## config.mk

```make
export PLATFORM = sky130hd
export DESIGN_NAME = sssc_top
export DESIGN_NICKNAME = d
export VERILOG_FILES = /design/src/logic/sssc_pkg.sv /design/src/logic/sssc_strap_if.sv /design/src/logic/sssc_strap_dec.sv /design/src/logic/sssc_top.sv
export SDC_FILE = /design/constraint.sdc
export NUM_CORES = 1
export LEC_CHECK = 0
export BUFFER_PORTS_ARGS = -buffer_cell sky130_fd_sc_hd__buf_2
export CORE_AREA = 3 3 176 178
export DETAILED_ROUTE_END_ITERATION = 8
export DIE_AREA = 0 0 179 181
export PLACE_DENSITY_LB_ADDON = 0.25
export SLEW_MARGIN = 25
export SYNTH_ARGS = -nofsm -noshare
export SYNTH_HDL_FRONTEND = slang
export SYNTH_HIERARCHICAL = 1
export SYNTH_SLANG_ARGS = --single-unit
```

## constraint.sdc

```tcl
create_clock -name pclk -period 39.3 [get_ports pclk]
set_clock_uncertainty 0.2 [all_clocks]
set_input_delay 9.825 -clock pclk [delete_from_list [all_inputs] [get_ports pclk]]
set_output_delay 9.825 -clock pclk [all_outputs]
set_load 0.01 [all_outputs]
```

## src/logic/sssc_pkg.sv

```systemverilog
// constants, types and functional notes for the soft-start and sync block
package sssc_pkg;
    localparam int unsigned CLK_HZ     = 100_000_000;
    localparam int unsigned MS_PER_S   = 1000;
    // time units
    localparam int unsigned STEP_MS    = 10;
    localparam int unsigned INIT_MS    = 6;
    localparam int unsigned CHECK_MS   = 15;
    localparam int unsigned CYC_PER_MS = CLK_HZ / MS_PER_S;
    localparam int unsigned TICK_CYC   = CYC_PER_MS;
    // strap level codes
    localparam logic [1:0] LVL_LOW     = 2'h0;
    localparam logic [1:0] LVL_OPEN    = 2'h1;
    localparam logic [1:0] LVL_HIGH    = 2'h2;
    localparam logic [1:0] LVL_RES     = 2'h3;
    // delay / ramp times in ms
    localparam logic [7:0] T_LOW_MS    = 8'h0a;
    localparam logic [7:0] T_OPEN_MS   = 8'h32;
    localparam logic [7:0] T_HIGH_MS   = 8'h64;
    localparam logic [4:0] RES_MAX     = 5'h14;
    // oscillator divide ratio from 8 MHz
    localparam logic [5:0] N_MIN       = 6'h04;
    localparam logic [5:0] N_MAX       = 6'h28;
    localparam logic [5:0] N_200K      = 6'h28;
    localparam logic [5:0] N_400K      = 6'h14;
    localparam logic [5:0] N_1M        = 6'h08;
    localparam logic [3:0] OSC_PRE     = 4'h6; // 100 MHz / 6 ~ 16 MHz
    localparam logic [15:0] DET_WIN    = 16'h0fa0; // 40 us detect window
    localparam logic [3:0] DET_EDGES   = 4'h4;
    // register map (apb byte addresses)
    localparam logic [7:0] A_CTRL      = 8'h00;
    localparam logic [7:0] A_DELAY     = 8'h04;
    localparam logic [7:0] A_RAMP      = 8'h08;
    localparam logic [7:0] A_FREQ      = 8'h0c;
    localparam logic [7:0] A_STATUS    = 8'h10;
    localparam logic [7:0] A_VTGT      = 8'h14;
    localparam logic [15:0] VTGT_RST   = 16'h0258;
    typedef enum logic [1:0] {SSSC_IN, SSSC_AUTO, SSSC_OUT} sssc_role_type;
endpackage

```

## src/logic/sssc_strap_if.sv

```systemverilog
// strap values handed from the strap decoder to the sequencer
`timescale 1ns/10ps
interface sssc_strap_if;
    logic       load;
    logic [7:0] delay_ms;
    logic [7:0] ramp_ms;
    logic [1:0] role;
    logic [5:0] div_n;
    modport src (output load, delay_ms, ramp_ms, role, div_n);
    modport dst (input  load, delay_ms, ramp_ms, role, div_n);
endinterface

```

## src/logic/sssc_strap_dec.sv

```systemverilog
// decodes sampled strap levels and resistor codes into settings
`timescale 1ns/10ps
module sssc_strap_dec
    import sssc_pkg::*;
(
    // clock and reset
    input  wire logic       pclk,
    input  wire logic       presetn,
    // sample request and raw straps
    input  wire logic       sample,
    input  wire logic [1:0] dly_lvl,
    input  wire logic [4:0] dly_code,
    input  wire logic [1:0] ramp_lvl,
    input  wire logic [4:0] ramp_code,
    input  wire logic [1:0] cfg_lvl,
    input  wire logic [1:0] clk_lvl,
    input  wire logic [4:0] clk_code,
    input  wire logic       first,
    // decoded result
    sssc_strap_if.src       st
);
    function automatic logic [7:0] to_ms(logic [1:0] l, logic [4:0] c);
        logic [4:0] cc;
        cc = (c > RES_MAX) ? RES_MAX : c;
        unique case (l)
            LVL_LOW:  to_ms = T_LOW_MS;
            LVL_OPEN: to_ms = T_OPEN_MS;
            LVL_HIGH: to_ms = T_HIGH_MS;
            default:  to_ms = 8'(cc * STEP_MS);
        endcase
    endfunction
    // tabulated divide ratios for the 21 resistor steps
    function automatic logic [5:0] res_n(logic [4:0] c);
        logic [5:0] t [0:20];
        t = '{6'h28,6'h24,6'h21,6'h1e,6'h1b,6'h19,6'h16,6'h14,6'h13,
              6'h11,6'h0f,6'h0e,6'h0d,6'h0c,6'h0b,6'h09,6'h08,6'h07,
              6'h06,6'h05,6'h04};
        res_n = (c > RES_MAX) ? t[20] : t[c];
    endfunction
    // latch decoded settings only when asked
    always_ff @(posedge pclk or negedge presetn) begin
        if (!presetn) begin
            st.load     <= 1'b0;
            st.delay_ms <= 8'h00;
            st.ramp_ms  <= 8'h00;
            st.role     <= 2'h0;
            st.div_n    <= N_400K;
        end else begin
            st.load <= sample;
            if (sample) begin
                st.delay_ms <= to_ms(dly_lvl, dly_code);
                st.ramp_ms  <= to_ms(ramp_lvl, ramp_code);
                if (first) begin
                    st.role <= (cfg_lvl == LVL_LOW) ? 2'(SSSC_IN) :
                               (cfg_lvl == LVL_HIGH) ? 2'(SSSC_OUT) :
                               2'(SSSC_AUTO);
                    unique case (clk_lvl)
                        LVL_LOW:  st.div_n <= N_200K;
                        LVL_OPEN: st.div_n <= N_400K;
                        LVL_HIGH: st.div_n <= N_1M;
                        default:  st.div_n <= res_n(clk_code);
                    endcase
                    if (cfg_lvl == LVL_HIGH)
                        st.div_n <= N_400K;
                end
            end
        end
    end
endmodule // sssc_strap_dec

```

## src/logic/sssc_top.sv

```systemverilog
// soft-start sequencer, sync pin role and apb register file
`timescale 1ns/10ps
module sssc_top
    import sssc_pkg::*;
#(
    parameter int unsigned CHECK_CYC = CHECK_MS * CYC_PER_MS,
    parameter int unsigned MS_CYC    = TICK_CYC
)(
    // apb slave
    input  wire logic        pclk,
    input  wire logic        presetn,
    input  wire logic        psel,
    input  wire logic        penable,
    input  wire logic        pwrite,
    input  wire logic [31:0] paddr,
    input  wire logic [31:0] pwdata,
    output logic [31:0]      prdata,
    output logic             pready,
    output logic             pslverr,
    // turn-on request and straps
    input  wire logic        turn_on,
    input  wire logic [1:0]  delay_strap,
    input  wire logic [4:0]  delay_select_resistor,
    input  wire logic [1:0]  ramp_strap,
    input  wire logic [4:0]  ramp_select_resistor,
    input  wire logic [1:0]  cfg_strap,
    input  wire logic [1:0]  sync_strap,
    input  wire logic [4:0]  sync_select_resistor,
    // shared clock pin
    input  wire logic        sync_in,
    output logic             sync_out,
    output logic             sync_oe,
    // outputs to the power stage
    output logic             ready,
    output logic [15:0]      vref,
    output logic             ramp_done,
    output logic             pll_ext_ref,
    output logic             pll_clk
);
    typedef enum logic [2:0] {
        S_CHECK, S_LOAD, S_READY, S_DETECT, S_DELAY, S_RAMP, S_ON
    } sssc_state_type;

    sssc_state_type state;
    sssc_strap_if   st ();
    logic [31:0] chk_cnt;
    logic        first;
    logic        sample;
    logic        restore;
    logic [2:0]  on_s, syn_s;
    logic        on_lvl, on_prev, syn_prev;
    logic [31:0] ms_cnt;
    logic [8:0]  ms_left;
    logic [7:0]  delay_ms, ramp_ms;
    logic        bus_dly, bus_ramp;
    logic [7:0]  bus_dly_ms, bus_ramp_ms;
    logic [5:0]  div_n, bus_n;
    logic        bus_n_set;
    logic [15:0] vtgt, step, next_vref;
    logic [15:0] det_cnt;
    logic [3:0]  edges;
    logic        ext_ok;
    logic [3:0]  pre_cnt;
    logic [5:0]  osc_cnt;
    logic        osc_tick;
    logic        apb_wr, apb_rd, hit;

    sssc_strap_dec u_dec (
        .pclk      (pclk),
        .presetn   (presetn),
        .sample    (sample),
        .dly_lvl   (delay_strap),
        .dly_code  (delay_select_resistor),
        .ramp_lvl  (ramp_strap),
        .ramp_code (ramp_select_resistor),
        .cfg_lvl   (cfg_strap),
        .clk_lvl   (sync_strap),
        .clk_code  (sync_select_resistor),
        .first     (first),
        .st        (st)
    );

    // three-stage sync; act when stages two and three agree
    always_ff @(posedge pclk or negedge presetn) begin
        if (!presetn) begin
            on_s  <= 3'h0;
            syn_s <= 3'h0;
        end else begin
            on_s  <= {on_s[1:0], turn_on};
            syn_s <= {syn_s[1:0], sync_in};
        end
    end
    assign on_lvl = (on_s[2] == on_s[1]) ? on_s[1] : on_prev;

    always_ff @(posedge pclk or negedge presetn) begin
        if (!presetn) begin
            on_prev  <= 1'b0;
            syn_prev <= 1'b0;
        end else begin
            on_prev <= on_lvl;
            if (syn_s[2] == syn_s[1])
                syn_prev <= syn_s[1];
        end
    end

    // effective settings: bus values win over straps
    assign delay_ms = bus_dly ? bus_dly_ms : st.delay_ms;
    assign ramp_ms  = bus_ramp ? bus_ramp_ms : st.ramp_ms;
    assign div_n    = bus_n_set ? bus_n : st.div_n;
    assign sample   = (state == S_LOAD);

    // apb decode; writes ignored while checking memory
    assign hit    = (paddr[7:0] <= A_VTGT) && (paddr[1:0] == 2'h0)
                    && (paddr[31:8] == 24'h0);
    assign apb_wr = psel && penable && pwrite && pready && hit
                    && (state != S_CHECK);
    assign apb_rd = psel && !penable && !pwrite;

    // ramp step so the reference lands on target at ramp end
    assign step = (ramp_ms == 8'h00) ? vtgt :
                  16'(vtgt / {8'h00, ramp_ms});
    assign next_vref = (ms_left <= 9'h001) ? vtgt :
                       (({1'b0, vref} + {1'b0, step} > {1'b0, vtgt}) ? vtgt :
                        16'(vref + step));

    // start-up, turn-on and ramp sequencing
    always_ff @(posedge pclk or negedge presetn) begin
        if (!presetn) begin
            state     <= S_CHECK;
            chk_cnt   <= 32'h0;
            first     <= 1'b1;
            ready     <= 1'b0;
            ms_cnt    <= 32'h0;
            ms_left   <= 9'h000;
            vref      <= 16'h0000;
            ramp_done <= 1'b0;
            det_cnt   <= 16'h0000;
            edges     <= 4'h0;
            ext_ok    <= 1'b0;
        end else begin
            ms_cnt <= (ms_cnt >= MS_CYC - 1) ? 32'h0 : ms_cnt + 32'h1;
            unique case (state)
                S_CHECK: begin
                    ready   <= 1'b0;
                    chk_cnt <= chk_cnt + 32'h1;
                    if (chk_cnt >= CHECK_CYC - 1)
                        state <= S_LOAD;
                end
                S_LOAD: begin
                    first <= 1'b0;
                    ready <= 1'b1;
                    state <= S_READY;
                end
                S_READY: begin
                    vref      <= 16'h0000;
                    ramp_done <= 1'b0;
                    if (on_lvl && !on_prev) begin
                        det_cnt <= 16'h0000;
                        edges   <= 4'h0;
                        ms_cnt  <= 32'h0;
                        // 6 ms floor plus strap delay
                        ms_left <= 9'(INIT_MS) + {1'b0, delay_ms};
                        state   <= S_DETECT;
                    end
                end
                S_DETECT: begin
                    det_cnt <= det_cnt + 16'h1;
                    if (syn_s[2] == syn_s[1] && syn_s[1] && !syn_prev
                        && edges != 4'hf)
                        edges <= edges + 4'h1;
                    if (st.role == 2'(SSSC_OUT)) begin
                        ext_ok <= 1'b0;
                        state  <= S_DELAY;
                    end else if (det_cnt >= DET_WIN) begin
                        ext_ok <= (edges >= DET_EDGES);
                        state  <= S_DELAY;
                    end
                    if (ms_cnt >= MS_CYC - 1 && ms_left != 9'h0)
                        ms_left <= ms_left - 9'h1;
                end
                S_DELAY: begin
                    if (ms_cnt >= MS_CYC - 1)
                        ms_left <= ms_left - 9'h1;
                    if (ms_left == 9'h0 || (ms_left == 9'h1
                        && ms_cnt >= MS_CYC - 1)) begin
                        ms_left <= {1'b0, ramp_ms};
                        state   <= S_RAMP;
                    end
                end
                S_RAMP: begin
                    if (ramp_ms == 8'h00 || ms_left == 9'h0) begin
                        vref  <= vtgt;
                        state <= S_ON;
                    end else if (ms_cnt >= MS_CYC - 1) begin
                        vref    <= next_vref;
                        ms_left <= ms_left - 9'h1;
                    end
                end
                S_ON: begin
                    ramp_done <= 1'b1;
                    if (!on_lvl)
                        state <= S_READY;
                end
                default: state <= S_CHECK;
            endcase
            if (restore) begin
                state   <= S_CHECK;
                chk_cnt <= 32'h0;
                ready   <= 1'b0;
            end
        end
    end

    // oscillator: ~16 MHz prescale, divide by n, one toggle per tick
    always_ff @(posedge pclk or negedge presetn) begin
        if (!presetn) begin
            pre_cnt  <= 4'h0;
            osc_cnt  <= 6'h00;
            osc_tick <= 1'b0;
        end else begin
            osc_tick <= 1'b0;
            pre_cnt  <= (pre_cnt == OSC_PRE - 4'h1) ? 4'h0 : pre_cnt + 4'h1;
            if (pre_cnt == 4'h0) begin
                if (osc_cnt >= div_n - 6'h1) begin
                    osc_cnt  <= 6'h00;
                    osc_tick <= 1'b1;
                end else begin
                    osc_cnt <= osc_cnt + 6'h1;
                end
            end
        end
    end

    // pll reference select and clock pin drive
    always_ff @(posedge pclk or negedge presetn) begin
        if (!presetn) begin
            pll_clk     <= 1'b0;
            pll_ext_ref <= 1'b0;
            sync_out    <= 1'b0;
            sync_oe     <= 1'b0;
        end else begin
            pll_ext_ref <= ext_ok && (st.role != 2'(SSSC_OUT));
            sync_oe     <= (st.role == 2'(SSSC_OUT)) && !first;
            if (ext_ok && st.role != 2'(SSSC_OUT))
                pll_clk <= syn_prev;
            else if (osc_tick)
                pll_clk <= !pll_clk;
            if (osc_tick)
                sync_out <= !sync_out;
        end
    end

    // register writes; restore is a self-clearing control bit
    always_ff @(posedge pclk or negedge presetn) begin
        if (!presetn) begin
            bus_dly     <= 1'b0;
            bus_ramp    <= 1'b0;
            bus_n_set   <= 1'b0;
            bus_dly_ms  <= 8'h00;
            bus_ramp_ms <= 8'h00;
            bus_n       <= N_400K;
            vtgt        <= VTGT_RST;
            restore     <= 1'b0;
        end else begin
            restore <= 1'b0;
            if (apb_wr) begin
                unique case (paddr[7:0])
                    A_CTRL:  restore <= pwdata[0];
                    A_DELAY: begin
                        bus_dly    <= 1'b1;
                        bus_dly_ms <= pwdata[7:0];
                    end
                    A_RAMP: begin
                        bus_ramp    <= 1'b1;
                        bus_ramp_ms <= pwdata[7:0];
                    end
                    A_FREQ: begin
                        bus_n_set <= 1'b1;
                        bus_n <= (pwdata[5:0] < N_MIN) ? N_MIN :
                                 (pwdata[5:0] > N_MAX || pwdata[31:6] != 0)
                                 ? N_MAX : pwdata[5:0];
                    end
                    A_VTGT:  vtgt <= pwdata[15:0];
                    default: ;
                endcase
            end
        end
    end

    // read data registered in setup, answer in access cycle
    always_ff @(posedge pclk or negedge presetn) begin
        if (!presetn) begin
            prdata  <= 32'h0;
            pready  <= 1'b0;
            pslverr <= 1'b0;
        end else begin
            pready  <= psel && !penable;
            pslverr <= psel && !penable && (!hit || state == S_CHECK);
            if (apb_rd) begin
                unique case (paddr[7:0])
                    A_DELAY:  prdata <= {24'h0, delay_ms};
                    A_RAMP:   prdata <= {24'h0, ramp_ms};
                    A_FREQ:   prdata <= {26'h0, div_n};
                    A_STATUS: prdata <= {24'h0, ext_ok, st.role,
                                         ramp_done, 1'b0, 3'(state)};
                    A_VTGT:   prdata <= {16'h0, vtgt};
                    default:  prdata <= 32'h0;
                endcase
            end
        end
    end
endmodule // sssc_top

```

* Yosys cells after proc, flatten, opt, wreduce, memory -nomap -nowiden
Memory sizes are Yosys's and may differ from the RTL's. Cells that the tools add are included.
Storage, ports and cells: flip-flop bits (word level) 239, memories 1, output and inout bits 56, memory bits (read-only) 192
Cells by class: multipliers 2, equality and inequality tests 36, multiplexer cells 62, reduce and logical (&&, ||, !) cells 63, add/sub/neg operators 11, divide/modulo/power cells 1, bitwise logic cells 1, $lt $le $gt $ge 14
Memories:
- (no name shown) | depth 32, width 6, rd ports 1, clocked after Yosys merged registers in 0, wr ports 0, RTL line sssc_strap_dec.sv:38 | res_n = (c > RES_MAX) ? t[20] : t[c];
Operators by type and width (count):
- $mux W32 | 5
- $mux W16 | 6
- $pmux W16 S5 | 1
- $add A32 B1 Y32 const B | 2
- $pmux W16 S2 | 2
- $mux W6 | 8
- $pmux W8 S3 | 2
- $mux W9 | 5
- $pmux W9 S4 | 1
- $ge A32 B17 Y1 const B | 1
- $ge A32 B21 Y1 const B | 1
- $reduce_bool A26 Y1 | 1
- $logic_not A24 Y1 | 1
- $mux W3 | 8
- $pmux W3 S7 | 1
- $logic_and A1 B1 Y1 | 18
- $ne A3 B3 Y1 const B | 6
- $pmux W6 S3 | 1
- $add A16 B16 Y17 | 1
- $gt A17 B16 Y1 | 1
- $add A16 B1 Y16 const B | 1
- $add A16 B16 Y16 | 1
- $div A16 B8 Y16 | 1
- $eq A8 B4 Y1 const B | 2
- other kinds (50) | 113

* Longest topological paths before layout
depth after elaboration 10, mapped depth 187, mapped depth without buffers 176

* Hierarchy
Netlist, hierarchy kept.
Modules (own cells, without submodules):
- sssc_top | cells each 1900, area each 16457.0 um^2, instances 1
- sssc_strap_dec | cells each 182, area each 1806.7 um^2, instances 1

* Worst setup path before layout
No wires, ideal clock.
kind reg2reg, from register bus_ramp, to register vref[0], stages on the path, launching flop included 177, buffers on the path 11, period minus slack after synthesis 35101 ps, setup slack 4199 ps, data arrival time 34768 ps, path through dfrtp_1 buf_2 mux2_2 inv_1 ha_1 nor3b_1 o2bb2ai_1 inv_1 ha_1 o21a_1 nor2_1 nor3_1 o21ai_0 ha_1 o211ai_1 and2_1 or4_1 o31ai_2 [141 not listed] a21oi_1 nor2b_1 o21a_1 nor2_1 xnor2_1 ha_1 a21o_1 a21o_1 a21oi_1 o21ai_0 a21o_1 a21o_1 a21oi_1 o2111a_1 clkbuf_1 clkbuf_1 mux2i_1 o21ai_0
On the way: word-level cells in the longest chain between the ends 10
RTL lines:
- start: declaration | RTL line sssc_top.sv:55 | logic bus_dly, bus_ramp;
- start signal: assignment | RTL line sssc_top.sv:257 | bus_ramp <= 1'b0;
- start signal: assignment | RTL line sssc_top.sv:274 | bus_ramp <= 1'b1;
- $mux W8 * | RTL line sssc_top.sv:108 | assign ramp_ms = bus_ramp ? bus_ramp_ms : st.ramp_ms;
- $div A16 B8 Y16 / $logic_not A8 Y1 (equally long branches) | RTL line sssc_top.sv:121, sssc_top.sv:120, sssc_top.sv:191
- $mux W16 | RTL line sssc_top.sv:120 | assign step = (ramp_ms == 8'h00) ? vtgt :
- $add A16 B16 Y17 | RTL line sssc_top.sv:123 | (({1'b0, vref} + {1'b0, step} > {1'b0, vtgt}) ? vtgt :
- $gt A17 B16 Y1 | RTL line sssc_top.sv:123
- $mux W16 | RTL line sssc_top.sv:123
- $mux W16 | RTL line sssc_top.sv:122 | assign next_vref = (ms_left <= 9'h001) ? vtgt :
- $mux W16 | RTL line sssc_top.sv:194 | end else if (ms_cnt >= MS_CYC - 1) begin
- $mux W16 | RTL line sssc_top.sv:191 | if (ramp_ms == 8'h00 || ms_left == 9'h0) begin
- $pmux W16 S2 | RTL line sssc_top.sv:142 | unique case (state)
- end signal: assignment | RTL line sssc_top.sv:192 | vref <= vtgt;
- end signal: assignment | RTL line sssc_top.sv:195 | vref <= next_vref;
- end: declaration | RTL line sssc_top.sv:35 | output logic [15:0] vref,
Every way passes the cells marked *; elsewhere a longest branch is shown, timed or not. The select of a mux whose other input is x is not followed. A chain may end at the register's enable or synchronous reset.

* Final worst setup path
from register bus_ramp, to register vref[14]
Same word-level chain as after synthesis.

==> run metrics <==
total grt overflow=0; number of max-cap violations=0; clk buf depth=3; Post-Route WL=between 40 and 50 mm; die height=181 µm; vias in the first global route=15,902; synthesized instance count=around 2,100; worst relative slew slack=between 20% and 30%; CP arrival=~37 ns; GPL Wtd Cong=approximately 0.92; core area=0.02956 mm²; largest net degree at the start of global routing=98; Initial Utilization=between 60% and 70%; I/O Buffers=133; max-slew violations=0; most frequent CP cell=o21a_1; slowest CP cell=or4b_4; die area=roughly 0.032 mm²; cts bufs inserted=24; CP bufs+invs=7; Placed Area=between 0.015 and 0.02 mm²; Antenna Nets Post-Route=0; Top delay family on crit path=compound AO/OA/AOI/OAI gates; synthesized area=0.01824 mm²; # diodes=0; Final nets=2,491; worst-margin pin slew=about 1.1 ns; Worst-Skew Late Latency=about 0.54 ns; final cycle utilization of the critical path=~93%; status=complete, no violations; CP required=roughly 40 ns; fin area=slightly above 0.02 mm²; clk sinks=221; Setup crit start kind=register; fmax=between 0.02 and 0.03 GHz; initial antenna violation count=0; hold slack=about 0.16 ns; Std-Cell Rows=63; placed insts=~2,600; Total GRT Usage=between 20% and 30%; crit path kind=reg2reg; clock root buffer master=clkbuf_16; Layout fillers=about 2,300; hold_buf cts=0; layout cells sized above 1=between 10% and 20%; CP max FO=16; first-pass GRT wire length=around 78 mm; total negative slack=0 ns; Initial DRC Count=1,093; Vias/cell=6.235; top-level port count=150; CP endpoint kind=register; # H-tree levels=1; Die X=179 µm; Area Overhead vs Synth=10.80%; CTS tree=yes; First-pass DRT Iterations=5; Post-route DRC=0; routed len/inst=approximately 18 µm; crit-path max cell delay=0.65 ns; Syn Area/Cell=about 9 µm²; Ys Warns=6; endpoints failing hold=0; vias post-DR=approximately 16,000; setup violators final=0; Seq. cell area=approximately 0.0055 mm²; HPWL Detailed=between 30 and 40 mm; footprint of the multi-input gates=around 0.012 mm²; minimum clock period=36.68 ns; type of the worst min-delay path=reg2reg; Layout Cells excl Fill=about 2,600; Clock transition at path regs=approximately 0.06 ns
[worst register-to-register path: cells and delay by family (launching register included)]
kind / cells / cell delay [ns]
flip-flops: 1 / 0.55
AO/OA/AOI/OAI: 91 / 18.36
adder cells (fa/ha/maj): 18 / 5.56
multiplexers: 7 / 2.42
buffers and inverters: 7 / 1.12
XOR/XNOR: 1 / 0.14
AND/OR/NAND/NOR: 44 / 8.14
[per-stage QoR]
stage,setup slack (ns),util [%]
global route,-0.06893,68.37
floorplan,4.199,-
global placement,1.350,64.86
finish,2.625,68.37
CTS,0.1481,67.51
detailed placement,0.02861,64.88
[final timing paths]
kind	startpoint	endpoint	slack (ns)	depth (start not counted)
max reg2reg	bus_ramp$_DFFE_PN0P_	vref[14]$_DFFE_PN0P_	2.62	168
max	bus_ramp$_DFFE_PN0P_	vref[14]$_DFFE_PN0P_	2.62	168
min	syn_s[0]$_DFF_PN0_	syn_s[1]$_DFF_PN0_	0.16	0
min in group asynchronous	presetn	osc_cnt[1]$_DFFE_PN0N_	9.10	1
max in group asynchronous	presetn	bus_ramp$_DFFE_PN0P_	28.46	2
min reg2reg	syn_s[0]$_DFF_PN0_	syn_s[1]$_DFF_PN0_	0.16	0
[layout make-up]
| cell class | instances | area share [%] |
|---|---|---|
| Sequential cell | 221 | 27.43 |
| Clock inverter | 10 | 0.4829 |
| Clock buffer | 34 | 3.356 |
| Tap cell | 390 | 2.415 |
| Timing Repair Buffer | 171 | 4.817 |
| Multi-Input combinational cell | 1721 | 60.04 |
| Inverter | 78 | 1.461 |
[layer usage]
metal	share of wire (%)	up-vias	global-route usage, %
met3	6.8	136	4.330
met4	3.5	0	9.539
li1	-	7837	-
met5	0	-	0
met1	42	7766	38.46
met2	47	629	49.04
[flip-flops by register name (all words and copies together) (netlist names), 6 cells and up]
signal,flops
ms_left,9
u_dec/st.div_n,6
bus_n,6
chk_cnt,32
ms_cnt,32
det_cnt,16
prdata,16
u_dec/st.ramp_ms,7
bus_dly_ms,8
bus_ramp_ms,8
u_dec/st.delay_ms,7
osc_cnt,6
vtgt,16
vref,16
[layout by cell type, fill, tap and decap left out, types with 24 or more instances in the layout]
master and count:
mux2_2 65, a21oi_1 117, mux2i_1 51, xnor2_1 59
a21o_1 43, nand2b_1 33, nor4_1 32, nand2_1 164
o21ai_0 124, o21a_1 61, buf_2 132, nor2b_1 26
nor3_1 67, inv_1 75, dfrtp_1 211, nor2_1 190
and2_1 24, conb_1 33, xor2_1 56, buf_4 37
nand3_1 78, ha_1 177, clkbuf_16 24, nand4_1 29
[what timing repair did]
item                                    CTS  global route
setup buffers                             0            24
endpoints found under the setup margin   16            16
gates resized for setup                   1            16
pin swaps                                 0             5
Power is left out: the tool's default activity adds up to more than one toggle a clock period on the data nets, which glitch-free logic cannot reach.
